===== src/rtl/blk_clk_defs.svh =====
// constants of the block clock gating control: offsets, fields, resets, counts
// assumes inclusion by bare name from the package and the design modules
`ifndef BLK_CLK_DEFS_SVH
`define BLK_CLK_DEFS_SVH

`define OFS_CLOCK_CONTROL     12'h000
`define OFS_SLOW_CLOCK_CTRL   12'h004
`define OFS_CLOCK_STATUS      12'h008

`define POS_TX_CLOCK_SELECT   4
`define POS_FORCE_ACCUM       6
`define POS_CONVERTER_EN      10
`define POS_ACCUM_MEM_FORCE   15
`define POS_IO_PORT_CLK_EN    16
`define POS_IO_PORT_RESET_N   17
`define POS_DEBOUNCE_CLK_EN   18
`define POS_DEBOUNCE_RESET_N  19
`define POS_SLOW_DIV_EN       23
`define POS_SLOW_DIV_VALUE    26

`define RST_CLOCK_CONTROL     32'h0000_0000
`define RST_SLOW_DIV_VALUE    6'h20

`define IO_LINES              9
`define TX_GAP_CYCLES         3'h2
`define WAKE_CONV_CYCLES      5'h10

`endif


===== src/rtl/blk_clk_pkg.sv =====
// types of the block clock gating control
// assumes blk_clk_defs.svh on the include path
package blk_clk_pkg;
  `include "blk_clk_defs.svh"

  typedef enum logic [1:0] {
    TX_SEL_AUTO  = 2'h0,
    TX_SEL_XTAL  = 2'h1,
    TX_SEL_PLL   = 2'h2,
    TX_SEL_OFF   = 2'h3
  } tx_sel_t;

  typedef enum logic [1:0] {
    TX_OFF  = 2'h0,
    TX_GAP  = 2'h1,
    TX_XTAL = 2'h3,
    TX_PLL  = 2'h2
  } tx_state_t;

  typedef struct packed {
    logic    slow_clock_divider_enable;
    logic    debounce_reset_n;
    logic    debounce_clock_enable;
    logic    io_port_reset_n;
    logic    io_port_clock_enable;
    logic    accum_memory_clock_force;
    logic    converter_clock_enable;
    logic    force_accum_clock;
    tx_sel_t tx_clock_select;
  } block_clock_control_t;

  typedef struct packed {
    logic [`IO_LINES-1:0] level;
    logic                 tick;
  } debounce_in_t;
endpackage


===== src/rtl/io_debounce.sv =====
// de-bounce filter for the io port input lines
// assumes lines already synchronised and a one-cycle tick of the slow clock
`timescale 1ns/1ps
`include "blk_clk_defs.svh"
module io_debounce
  import blk_clk_pkg::*;
(
  input  wire logic                 clk_i,
  input  wire logic                 rst_n_i,
  input  wire logic                 filt_rst_n_i,
  input  wire debounce_in_t         din_i,
  output logic [`IO_LINES-1:0]      dout_o
);

  logic [`IO_LINES-1:0] last;

  genvar g;
  generate
    for (g = 0; g < `IO_LINES; g++) begin : g_line
      always_ff @(posedge clk_i or negedge rst_n_i) begin
        if (!rst_n_i) begin
          last[g]   <= 1'b0;
          dout_o[g] <= 1'b0;
        end else if (!filt_rst_n_i) begin
          last[g]   <= 1'b0;
          dout_o[g] <= 1'b0;
        end else if (din_i.tick) begin
          last[g] <= din_i.level[g];
          if (last[g] == din_i.level[g]) begin
            dout_o[g] <= din_i.level[g];
          end
        end
      end
    end
  endgenerate

endmodule // io_debounce


===== src/rtl/block_clock_gating_control.sv =====
// block clock gating control: transmit clock source, accumulator, converter,
// io port and de-bounce clock enables, slow clock divider, apb register slave
// assumes enables drive glitch-free gating cells; io inputs are asynchronous
//
// Register access over APB and the register offsets were decided locally.
`timescale 1ns/1ps
`include "blk_clk_defs.svh"
module block_clock_gating_control
  import blk_clk_pkg::*;
(
  input  wire logic                 SYS_CLK_I,
  input  wire logic                 RST_N_I,
  input  wire logic                 PSEL_I,
  input  wire logic                 PENABLE_I,
  input  wire logic                 PWRITE_I,
  input  wire logic [11:0]          PADDR_I,
  input  wire logic [31:0]          PWDATA_I,
  output logic [31:0]               PRDATA_O,
  output logic                      PREADY_O,
  output logic                      PSLVERR_O,
  input  wire logic                 TX_REQ_I,
  input  wire logic                 RX_ACTIVE_I,
  input  wire logic                 WAKE_EVENT_I,
  input  wire logic                 WAKE_SAMPLE_CFG_I,
  input  wire logic [`IO_LINES-1:0] IO_LINE_I,
  output logic                      TX_CLK_XTAL_EN_O,
  output logic                      TX_CLK_PLL_EN_O,
  output logic                      ACCUM_CLK_EN_O,
  output logic                      ACCUM_MEM_CLK_EN_O,
  output logic                      CONV_CLK_EN_O,
  output logic                      IO_PORT_CLK_EN_O,
  output logic                      IO_PORT_RST_N_O,
  output logic                      SLOW_TICK_O,
  output logic                      LED_BLINK_O,
  output logic [`IO_LINES-1:0]      IO_DEBOUNCED_O
);

  // ---------------- register bus ----------------
  block_clock_control_t ctrl;
  logic [5:0]           div_value;
  tx_state_t            tx_state;
  tx_state_t            tx_target;
  logic [2:0]           gap_cnt;
  logic [5:0]           div_cnt;
  logic                 slow_tick;
  logic [4:0]           wake_cnt;
  logic                 wake_s1;
  logic                 wake_s2;
  logic                 wake_s3;
  logic                 wcfg_s1;
  logic                 wcfg_s2;
  logic [`IO_LINES-1:0] io_s1;
  logic [`IO_LINES-1:0] io_s2;
  logic [`IO_LINES-1:0] deb_out;

  wire setup_phase = PSEL_I & ~PENABLE_I;
  wire access_done = PSEL_I & PENABLE_I & PREADY_O;
  wire sel_ctrl    = (PADDR_I == `OFS_CLOCK_CONTROL);
  wire sel_slow    = (PADDR_I == `OFS_SLOW_CLOCK_CTRL);
  wire sel_stat    = (PADDR_I == `OFS_CLOCK_STATUS);
  wire addr_ok     = sel_ctrl | sel_slow | sel_stat;
  wire wr_ctrl     = access_done & PWRITE_I & sel_ctrl;
  wire wr_slow     = access_done & PWRITE_I & sel_slow;

  wire [31:0] ctrl_word =
    ({31'h0, ctrl.slow_clock_divider_enable} << `POS_SLOW_DIV_EN) |
    ({31'h0, ctrl.debounce_reset_n}          << `POS_DEBOUNCE_RESET_N) |
    ({31'h0, ctrl.debounce_clock_enable}     << `POS_DEBOUNCE_CLK_EN) |
    ({31'h0, ctrl.io_port_reset_n}           << `POS_IO_PORT_RESET_N) |
    ({31'h0, ctrl.io_port_clock_enable}      << `POS_IO_PORT_CLK_EN) |
    ({31'h0, ctrl.accum_memory_clock_force}  << `POS_ACCUM_MEM_FORCE) |
    ({31'h0, ctrl.converter_clock_enable}    << `POS_CONVERTER_EN) |
    ({31'h0, ctrl.force_accum_clock}         << `POS_FORCE_ACCUM) |
    ({30'h0, ctrl.tx_clock_select}           << `POS_TX_CLOCK_SELECT);

  wire [31:0] slow_word = {div_value, 26'h0};
  wire [31:0] stat_word = {15'h0, IO_DEBOUNCED_O, LED_BLINK_O, CONV_CLK_EN_O,
                           ACCUM_MEM_CLK_EN_O, ACCUM_CLK_EN_O,
                           TX_CLK_PLL_EN_O, TX_CLK_XTAL_EN_O, tx_state};

  wire [31:0] read_word = sel_ctrl ? ctrl_word :
                          sel_slow ? slow_word :
                          sel_stat ? stat_word : 32'h0;

  wire [31:0] wd = PWDATA_I;
  block_clock_control_t wr_val;
  assign wr_val.slow_clock_divider_enable = wd[`POS_SLOW_DIV_EN];
  assign wr_val.debounce_reset_n          = wd[`POS_DEBOUNCE_RESET_N];
  assign wr_val.debounce_clock_enable     = wd[`POS_DEBOUNCE_CLK_EN];
  assign wr_val.io_port_reset_n           = wd[`POS_IO_PORT_RESET_N];
  assign wr_val.io_port_clock_enable      = wd[`POS_IO_PORT_CLK_EN];
  assign wr_val.accum_memory_clock_force  = wd[`POS_ACCUM_MEM_FORCE];
  assign wr_val.converter_clock_enable    = wd[`POS_CONVERTER_EN];
  assign wr_val.force_accum_clock         = wd[`POS_FORCE_ACCUM];
  assign wr_val.tx_clock_select           =
    tx_sel_t'(wd[`POS_TX_CLOCK_SELECT +: 2]);

  // no wait state: ready raised during the access phase
  always_ff @(posedge SYS_CLK_I or negedge RST_N_I) begin
    if (!RST_N_I) begin
      PREADY_O  <= 1'b0;
      PSLVERR_O <= 1'b0;
      PRDATA_O  <= 32'h0;
    end else begin
      PREADY_O  <= setup_phase;
      PSLVERR_O <= setup_phase & ~addr_ok;
      PRDATA_O  <= setup_phase ? read_word : 32'h0;
    end
  end

  // reset value of the control fields, picked out of the reset word
  localparam logic [31:0] rst_word = `RST_CLOCK_CONTROL;
  localparam block_clock_control_t rst_ctrl = '{
    slow_clock_divider_enable: rst_word[`POS_SLOW_DIV_EN],
    debounce_reset_n:          rst_word[`POS_DEBOUNCE_RESET_N],
    debounce_clock_enable:     rst_word[`POS_DEBOUNCE_CLK_EN],
    io_port_reset_n:           rst_word[`POS_IO_PORT_RESET_N],
    io_port_clock_enable:      rst_word[`POS_IO_PORT_CLK_EN],
    accum_memory_clock_force:  rst_word[`POS_ACCUM_MEM_FORCE],
    converter_clock_enable:    rst_word[`POS_CONVERTER_EN],
    force_accum_clock:         rst_word[`POS_FORCE_ACCUM],
    tx_clock_select:           tx_sel_t'(rst_word[`POS_TX_CLOCK_SELECT +: 2])
  };

  always_ff @(posedge SYS_CLK_I or negedge RST_N_I) begin
    if (!RST_N_I) begin
      ctrl <= rst_ctrl;
    end else if (wr_ctrl) begin
      ctrl <= wr_val;
    end
  end

  always_ff @(posedge SYS_CLK_I or negedge RST_N_I) begin
    if (!RST_N_I) begin
      div_value <= `RST_SLOW_DIV_VALUE;
    end else if (wr_slow) begin
      div_value <= PWDATA_I[`POS_SLOW_DIV_VALUE +: 6];
    end
  end

  // ---------------- input synchronisers ----------------
  always_ff @(posedge SYS_CLK_I or negedge RST_N_I) begin
    if (!RST_N_I) begin
      wake_s1 <= 1'b0;
      wake_s2 <= 1'b0;
      wake_s3 <= 1'b0;
      wcfg_s1 <= 1'b0;
      wcfg_s2 <= 1'b0;
      io_s1   <= '0;
      io_s2   <= '0;
    end else begin
      wake_s1 <= WAKE_EVENT_I;
      wake_s2 <= wake_s1;
      wake_s3 <= wake_s2;
      wcfg_s1 <= WAKE_SAMPLE_CFG_I;
      wcfg_s2 <= wcfg_s1;
      io_s1   <= IO_LINE_I;
      io_s2   <= io_s1;
    end
  end

  // ---------------- transmit clock source ----------------
  always_comb begin
    case (ctrl.tx_clock_select)
      TX_SEL_AUTO: tx_target = TX_REQ_I ? TX_PLL : TX_OFF;
      TX_SEL_XTAL: tx_target = TX_XTAL;
      TX_SEL_PLL:  tx_target = TX_PLL;
      TX_SEL_OFF:  tx_target = TX_OFF;
      default:     tx_target = TX_OFF;
    endcase
  end

  // break before make: every change of source drops both enables first
  always_ff @(posedge SYS_CLK_I or negedge RST_N_I) begin
    if (!RST_N_I) begin
      tx_state <= TX_OFF;
      gap_cnt  <= 3'h0;
    end else begin
      case (tx_state)
        TX_OFF, TX_XTAL, TX_PLL: begin
          if (tx_target != tx_state) begin
            tx_state <= TX_GAP;
            gap_cnt  <= 3'h0;
          end
        end
        TX_GAP: begin
          if (gap_cnt == `TX_GAP_CYCLES) begin
            tx_state <= tx_target;
          end else begin
            gap_cnt <= gap_cnt + 3'h1;
          end
        end
        default: tx_state <= TX_OFF;
      endcase
    end
  end

  // ---------------- slow clock divider ----------------
  wire [5:0] div_limit = (div_value == 6'h0) ? 6'h0 : div_value - 6'h1;

  always_ff @(posedge SYS_CLK_I or negedge RST_N_I) begin
    if (!RST_N_I) begin
      div_cnt   <= 6'h0;
      slow_tick <= 1'b0;
    end else if (!ctrl.slow_clock_divider_enable) begin
      div_cnt   <= 6'h0;
      slow_tick <= 1'b0;
    end else if (div_cnt >= div_limit) begin
      div_cnt   <= 6'h0;
      slow_tick <= 1'b1;
    end else begin
      div_cnt   <= div_cnt + 6'h1;
      slow_tick <= 1'b0;
    end
  end

  wire deb_tick = slow_tick & ctrl.debounce_clock_enable;

  // ---------------- wake converter window ----------------
  wire wake_rise = wake_s2 & ~wake_s3;

  always_ff @(posedge SYS_CLK_I or negedge RST_N_I) begin
    if (!RST_N_I) begin
      wake_cnt <= 5'h0;
    end else if (wake_rise & wcfg_s2) begin
      wake_cnt <= `WAKE_CONV_CYCLES;
    end else if (wake_cnt != 5'h0) begin
      wake_cnt <= wake_cnt - 5'h1;
    end
  end

  // ---------------- enable outputs ----------------
  wire next_tx_xtal_en = (tx_state == TX_XTAL);
  wire next_tx_pll_en  = (tx_state == TX_PLL);
  wire next_accum_en   = ctrl.force_accum_clock | RX_ACTIVE_I;
  wire next_accmem_en  = ctrl.accum_memory_clock_force | RX_ACTIVE_I;
  wire next_conv_en    = ctrl.converter_clock_enable | (wake_cnt != 5'h0);
  wire next_led        = !ctrl.debounce_reset_n ? 1'b0 :
                         (LED_BLINK_O ^ deb_tick);

  // transmit source enables, registered so gating cells see clean levels
  always_ff @(posedge SYS_CLK_I or negedge RST_N_I) begin
    if (!RST_N_I) begin
      TX_CLK_XTAL_EN_O <= 1'b0;
      TX_CLK_PLL_EN_O  <= 1'b0;
    end else begin
      TX_CLK_XTAL_EN_O <= next_tx_xtal_en;
      TX_CLK_PLL_EN_O  <= next_tx_pll_en;
    end
  end

  // receive side and converter enables
  always_ff @(posedge SYS_CLK_I or negedge RST_N_I) begin
    if (!RST_N_I) begin
      ACCUM_CLK_EN_O     <= 1'b0;
      ACCUM_MEM_CLK_EN_O <= 1'b0;
      CONV_CLK_EN_O      <= 1'b0;
    end else begin
      ACCUM_CLK_EN_O     <= next_accum_en;
      ACCUM_MEM_CLK_EN_O <= next_accmem_en;
      CONV_CLK_EN_O      <= next_conv_en;
    end
  end

  // io port controls, slow tick, led and de-bounced lines
  always_ff @(posedge SYS_CLK_I or negedge RST_N_I) begin
    if (!RST_N_I) begin
      IO_PORT_CLK_EN_O <= 1'b0;
      IO_PORT_RST_N_O  <= 1'b0;
      SLOW_TICK_O      <= 1'b0;
      LED_BLINK_O      <= 1'b0;
      IO_DEBOUNCED_O   <= '0;
    end else begin
      IO_PORT_CLK_EN_O <= ctrl.io_port_clock_enable;
      IO_PORT_RST_N_O  <= ctrl.io_port_reset_n;
      SLOW_TICK_O      <= slow_tick;
      LED_BLINK_O      <= next_led;
      IO_DEBOUNCED_O   <= deb_out;
    end
  end

  // ---------------- de-bounce filter ----------------
  debounce_in_t deb_in;
  assign deb_in.level = io_s2 & {`IO_LINES{ctrl.io_port_clock_enable}};
  assign deb_in.tick  = deb_tick;

  io_debounce u_debounce (
    .clk_i        (SYS_CLK_I),
    .rst_n_i      (RST_N_I),
    .filt_rst_n_i (ctrl.debounce_reset_n),
    .din_i        (deb_in),
    .dout_o       (deb_out)
  );

endmodule // block_clock_gating_control


===== config.mk =====
export PLATFORM = sky130hd
export DESIGN_NAME = block_clock_gating_control
export DESIGN_NICKNAME = d
export VERILOG_FILES = /design/src/rtl/blk_clk_pkg.sv /design/src/rtl/io_debounce.sv /design/src/rtl/block_clock_gating_control.sv
export VERILOG_INCLUDE_DIRS = /design/src /design/src/rtl
export SDC_FILE = /design/constraint.sdc
export NUM_CORES = 1
export LEC_CHECK = 0
export ABC_AREA = 1
export BUFFER_PORTS_ARGS = -buffer_cell sky130_fd_sc_hd__buf_4
export CAP_MARGIN = 20
export CORE_ASPECT_RATIO = 1.25
export CORE_UTILIZATION = 35
export CTS_CLUSTER_DIAMETER = 150
export DETAILED_ROUTE_END_ITERATION = 7
export GPL_TIMING_DRIVEN = 0
export PLACE_DENSITY = 0.54
export SLEW_MARGIN = 20
export SYNTH_ARGS = -nofsm -noshare
export SYNTH_HDL_FRONTEND = slang
export SYNTH_SLANG_ARGS = --single-unit

===== constraint.sdc =====
create_clock -name SYS_CLK_I -period 2.2 [get_ports SYS_CLK_I]
set_clock_uncertainty 0.05 [all_clocks]
set_input_delay 0.33 -clock SYS_CLK_I [delete_from_list [all_inputs] [get_ports SYS_CLK_I]]
set_output_delay 0.33 -clock SYS_CLK_I [all_outputs]
set_load 0.02 [all_outputs]

==> run summary, run 1 <==
FP Rows: 48
Max-cap violations: 0
Slew Viols, Final: 0
Top Ports: 114
worst-path fanout max: 6
I/O Buffers: 92
Area Growth Syn to Fin: 34.75%
Final Wtd Congestion: 0.8028
Bufs on Longest Clock Path: 2
Rel. slew slack: 64.70%
share of cells above drive strength 1: 25.15%
Reg power frac: 41.4%
CTS sink cnt: 121
Vias: 3825
Starting Density: 35.92%
final core area utilization: 48.41%
Peak supply drop: 0.6548 mV
worst path arrival time: 2.35 ns
reg2reg start: div_value[0]
setup TNS: 0 ns
Hold Path Depth: 2
cts bufs inserted: 17
Leak: 3.458 nW
core footprint: 13810 um2
warnings from Yosys: 0
Comb pwr share: 10.8%
#FFs+latches synth: 121
die width: 108.5 um
Mean Syn Cell Area: 9.506 um2
register area share after synthesis: 61.04%
clk root buf: clkbuf_16
worst setup path start: div_value[0]
worst hold path type: in2reg
grt ovf: 0
type of the worst setup path: reg2reg
Crit path required time: 2.50 ns
final routed DRC violation total: 0
maximum clock frequency: 488.7 MHz
largest net degree at the start of global routing: 66
Post-Syn Area: 4962 um2
reg2reg setup slack: 0.15 ns
Clock transition at path regs: 0.05 ns
via/cell ratio: 4.559
Inserted Diodes: 0
H-tree Lvls: 4
status: finished clean
initial antenna violation count: 0
post-route ant nets: 0
Worst Hold Launch: RX_ACTIVE_I
Worst Hold Path EP: ACCUM_MEM_CLK_EN_O
R2R depth: 13
die area: 14660 um2
CP startpoint kind: register
DR iter-0 viols: 167
Avg WL per Cell: 12.75 um
Syn Inst Count: 522
First-pass DRT Iterations: 4
Die Y: 135.1 um
vias in the first global route: 3748
end of the worst register-to-register path: div_cnt[4]
sw frac: 25.10%
min Tclk post-route: 2.046 ns
final WL: 10700 um
Crit. End Element: register
first-pass GRT wire length: 17690 um
Worst Max-Slew Pin Slew: 0.5295 ns
RSZ-0062 raised after global routing: false
Cell variety after synth: 34
CTS tree: yes
Setup Viol. Count Final: 0
Nets: 727
Net Sw Power: 1.487 mW
Clock power frac: 47.8%
Post-DP HPWL: 7618 um
cell area power density: 886.1 nW/um2
clk_lat worst skew: 0.42 ns
GRT Total Usage: 16.06%
Int Pwr: 4.438 mW
post-route clock period utilization: 93.02%
final hold vios: 0
==> cell usage in the layout, fill, tap and decap left out, types with 6 or more instances in the layout <==
cell type / instances
nor2_1: 41
inv_1: 65
clkbuf_16: 17
nand4_1: 12
dlygate4sd3_1: 12
nand2_1: 137
buf_4: 98
o21ai_0: 22
nand3_1: 37
ha_1: 14
nor2_2: 8
o21ai_1: 6
dfrtp_1: 120
a21oi_1: 11
==> metal layers <==
layer / up-vias / global-route usage [%] / share of wire (%)
li1: 1905 / - / -
met2: 75 / 28.34 / 55
met5: - / 0 / 0
met1: 1826 / 17.74 / 40
met4: 0 / 7.432 / 2.0
met3: 19 / 4.344 / 3.7
==> repair_timing <==
| action | in CTS | in global routing |
|---|---|---|
| gates cloned | 0 | 0 |
| pin swaps | 0 | 3 |
| buffers inserted | 0 | 1 |
| hold buffers | 12 | 0 |
| endpoints found under the setup margin | 6 | 7 |
| endpoints found under the hold margin | 67 | 0 |
| gates resized for setup | 2 | 8 |
==> power groups by stage <==
| stage | Combinational, mW | Sequential (mW) | Clock [mW] |
|---|---|---|---|
| after floorplan | 0.370 | 2.49 | 0 |
| after global placement | 0.581 | 2.49 | 0 |
| after detailed placement | 0.624 | 2.49 | 0 |
| after CTS | 0.650 | 2.46 | 2.89 |
| after global routing | 0.732 | 2.47 | 2.99 |
| final | 0.638 | 2.45 | 2.83 |
==> flip-flops by register name (all words and copies together) (netlist names), 2 cells and up <==
name               count
PRDATA_O              27
tx_state               2
div_cnt                6
u_debounce.last        9
div_value              6
wake_cnt               5
IO_DEBOUNCED_O         9
io_s2                  9
io_s1                  9
u_debounce.dout_o      9
ctrl                  10
gap_cnt                3
==> worst max path at each step <==
stage	depth (start not counted)	end	slack, ns
2_1_floorplan	13	div_cnt[0]	0.31
3_3_place_gp	13	div_cnt[0]	0.04
4_1_cts	13	div_cnt[1]	0.03
3_5_place_dp	13	div_cnt[1]	0.01
6_report	13	div_cnt[4]	0.15
5_1_grt	13	div_cnt[4]	0.0006
==> kinds of logic after synthesis <==
| group | share of synthesized area (%) |
|---|---|
| other | 0.07557 |
| AOI/OAI and AO/OA | 5.497 |
| buffers and inverters | 7.110 |
| and+or+nand+nor | 21.86 |
| adders and majority gates | 3.530 |
| DFF | 61.04 |
| xor gates and xnor gates | 0.8827 |
==> per-stage QoR <==
stage,worst slack (ns),std cells,power [mW],hold slack (ns),cell area [um2]
2_1_floorplan,0.3128,526,2.862,-0.01559,4977
3_3_place_gp,0.03832,793,3.070,0.2816,5887
3_5_place_dp,0.01470,794,3.119,0.2727,5918
4_1_cts,0.03227,838,5.999,0.05817,6655
5_1_grt,0.0006466,839,6.187,0.06545,6686
6_report,0.1536,839,5.925,0.07393,6686
==> worst max-delay path: stages, from the launching register on <==
cell     delay [ns]
dfrtp_1        0.39
inv_2          0.07
ha_1           0.21
nand2_1        0.09
inv_2          0.05
nand2_1        0.07
nand2_1        0.05
nor2_1         0.08
a21oi_1        0.05
ha_1           0.30
a21o_1         0.17
nor2_2         0.14
nand3_4        0.13
nor2_1         0.12
==> final cells by class <==
type,instances,area [um2]
timing repair buffer,106,849.6
fill,1321,7127
sequential,121,3029
clock inverter,14,172.7
inverter,68,255.2
tap,175,219.0
multi-input combinational,324,1624
buffer,13,97.59
clock buffer,18,439.2
==> synth_stat cells (all sizes together) <==
cell | instances | area share (%)
xnor2 | 2 | 0.35
ha | 14 | 3.5
o21bai | 1 | 0.15
nand3 | 39 | 4.0
nor2 | 51 | 4.5
nand2 | 138 | 10
xor2 | 3 | 0.53
nand4 | 12 | 1.5
a21oi | 11 | 1.1
and2 | 1 | 0.18
a21boi | 1 | 0.15
conb | 1 | 0.076
clkbuf | 2 | 0.18
a21o | 1 | 0.15
buf | 11 | 1.8
o22ai | 1 | 0.13
inv | 68 | 5.1
o21ai | 33 | 3.6
or2 | 5 | 0.63
dfrtp | 120 | 61
nor3 | 3 | 0.30
a31o | 1 | 0.18
nand3b | 2 | 0.30
dfstp | 1 | 0.53
(Power assumes the default switching activity.)
==> inputs of run 2 (changes only) <==
--- a/config.mk
+++ b/config.mk
@@ -7,14 +7,14 @@
 export NUM_CORES = 1
 export LEC_CHECK = 0
 export ABC_AREA = 1
-export BUFFER_PORTS_ARGS = -buffer_cell sky130_fd_sc_hd__buf_4
 export CAP_MARGIN = 20
 export CORE_ASPECT_RATIO = 1.25
 export CORE_UTILIZATION = 35
 export CTS_CLUSTER_DIAMETER = 150
 export DETAILED_ROUTE_END_ITERATION = 7
+export DONT_BUFFER_PORTS = 1
 export GPL_TIMING_DRIVEN = 0
-export PLACE_DENSITY = 0.54
+export PLACE_DENSITY = 0.47
 export SLEW_MARGIN = 20
 export SYNTH_ARGS = -nofsm -noshare
 export SYNTH_HDL_FRONTEND = slang
==> run 2 against run 1 <==
Compared with the run above: the run now ends with negative hold slack left; maximum frequency grew 0.45%; critical path type unchanged; via count shrank 9.4%; clock power shrank 13%; total power shrank 8.5%; largest cell class unchanged; global-route usage is essentially flat; final cell count shrank 10%; critical path depth is the same; core utilization shrank 5.4 points; worst hold slack lost 0.51 ns.
==> run summary, run 2 (synthesis results as in run 1) <==
status: complete, but fails checks
failing checks: negative hold slack
CP startpoint kind: register
commonest non-fill, non-tap cell in the layout: nand2_1
Final Wtd Congestion: 0.7599 (-5.3%)
post-route clock period utilization: 92.61% (-0.41 points)
worst hold path type: in2async
Crit. End Element: register
Worst Max-Slew Pin Slew: 0.6640 ns (+0.1345 ns)
post-route ant nets: 0 (unchanged)
Die Y: 135.1 um (unchanged)
I/O Buffers: 0 (-100%)
setup TNS: 0 ns (unchanged)
reg2reg setup slack: 0.16 ns (about the same)
worst hold margin: -0.4390 ns (-0.5130 ns)
share of cells above drive strength 1: 12.15% (-13 points)
largest net degree at the start of global routing: 122 (+85%)
most frequent cells in the layout: nand2_1, dfrtp_1, inv_1, nor2_1, nand3_1
first-pass GRT wire length: 17360 um (-1.9%)
First-pass DRT Iterations: 6 (+2)
die area: 14660 um2 (unchanged)
Clock transition at path regs: 0.06 ns (about the same)
Crit path required time: 2.47 ns (-0.03 ns)
clk_lat worst skew: 0.42 ns (about the same)
Nets: 639 (-12%)
Cell Chain, Critical Path: inv_2, ha_1, nand2_1, inv_1, nand2_1, nand2_1, nor2_1, a21oi_1, ha_1, nand2_1, a21oi_1, nor2_4, a21boi_0
Worst Path Buf+Inv: 2 (unchanged)
final routed DRC violation total: 0 (unchanged)
cts bufs inserted: 17 (unchanged)
Rel. slew slack: 55.57% (-9.1 points)
Post-DP HPWL: 7082 um (-7.0%)
final WL: 10380 um (-3.0%)
Slowest cell on crit path: dfrtp_1
Setup Viol. Count Final: 0 (unchanged)
core footprint: 13810 um2 (unchanged)
setup bufs post-CTS: 0 (unchanged)
CTS sink cnt: 121 (unchanged)
family with the most delay on the worst path: adder cells
cell mode on critical path: nand2_1
Slew Viols, Final: 0 (unchanged)
maximum clock frequency: 490.8 MHz (+0.45%)
worst path arrival time: 2.31 ns (-0.04 ns)
final hold vios: 121 (+121)
cell area power density: 912.5 nW/um2 (+3.0%)
GRT Total Usage: 16.08% (about the same)
worst-path fanout max: 4 (-2)
Starting Density: 35.92% (unchanged)
die width: 108.5 um (unchanged)
largest stage delay on the critical path: 0.39 ns (about the same)
Avg WL per Cell: 13.82 um (+8.4%)
Bufs on Longest Clock Path: 2 (unchanged)
pre-CTS setup slack: -0.008530 ns (-0.02323 ns)
via/cell ratio: 4.613 (+1.2%)
grt ovf: 0 (unchanged)
Top Ports: 114 (unchanged)
Top Registers: PRDATA_O x27, ctrl x10
Area Growth Syn to Fin: 19.67%
largest register by flop count: PRDATA_O
DR iter-0 viols: 148 (-11%)
vias in the first global route: 3437 (-8.3%)
CTS tree: yes
initial antenna violation count: 0 (unchanged)
max FFs per register: 27 (unchanged)
type of the worst setup path: reg2reg
clk root buf: clkbuf_16
hold_buf cts: 18 (+6)
FP Rows: 48 (unchanged)
min Tclk post-route: 2.037 ns (-0.009077 ns)
Peak supply drop: 0.5637 mV (-14%)
Inserted Diodes: 0 (unchanged)
setup ws final: 0.1627 ns (+0.009077 ns)
Vias: 3464 (-9.4%)
H-tree Lvls: 4 (unchanged)
Max-cap violations: 0 (unchanged)
Leak: 2.961 nW (-14%)
run 2: cell count changes in the layout (fill, tap and decap cells not counted), moves of 2 or more:
cell           delta
bufinv_16         -3
clkinv_2          +2
buf_4            -92
dlygate4sd3_1     +6
run 2: layout make-up:
type | count | area [um2]
Clock inverter | 14 | 101.3
Timing Repair Buffer | 18 | 180.2
Clock buffer | 18 | 429.2
Inverter | 68 | 255.2
Multi-Input combinational cell | 324 | 1627
Sequential cell | 121 | 3029
Tap cell | 175 | 219.0
Fill cell | 1362 | 7875
Buffer | 13 | 97.59
run 2: per-stage QoR:
step	util [%]	power, mW	instances	cell area [um2]	hold WS [ns]
global placement	37.62	2.946	701	5196	-0.01323
global route	42.99	5.708	751	5938	-0.4682
floorplan	-	2.862	526	4977	-0.01559
finish	42.99	5.419	751	5938	-0.4390
CTS	42.80	5.500	751	5912	-0.4597
detailed placement	37.62	2.965	701	5196	-0.01276
run 2: final timing paths:
path / cells after the start / start / end
max reg2reg: 13 / div_value[0] / slow_tick
max in group asynchronous: 0 / RST_N_I / gap_cnt[1]
min reg2reg: 0 / io_s1[3] / io_s2[3]
max: 13 / div_value[0] / slow_tick
min: 0 / RST_N_I / PRDATA_O[26]
min in group SYS_CLK_I: 2 / PWDATA_I[16] / ctrl[5]
run 2: metal layers:
metal / routed length (um) / vias up / GRT usage (%)
li1: - / 1719 / -
met2: 5409 / 64 / 26.16
met1: 4369 / 1663 / 18.78
met3: 409 / 18 / 5.792
met5: 0 / - / 0
met4: 191 / 0 / 7.432
run 2: where the power goes:
group | switching (mW) | internal, mW | total (mW)
clock network | 1.03 | 1.44 | 2.47
registers | 0.121 | 2.36 | 2.48
logic | 0.273 | 0.195 | 0.467
total | 1.43 | 3.99 | 5.42
run 2: repair_timing:
item,4_1_cts,5_1_grt
setup endpoints to repair,6,7
hold endpoints to repair,140,121
pin swaps,0,1
resized for setup,1,8
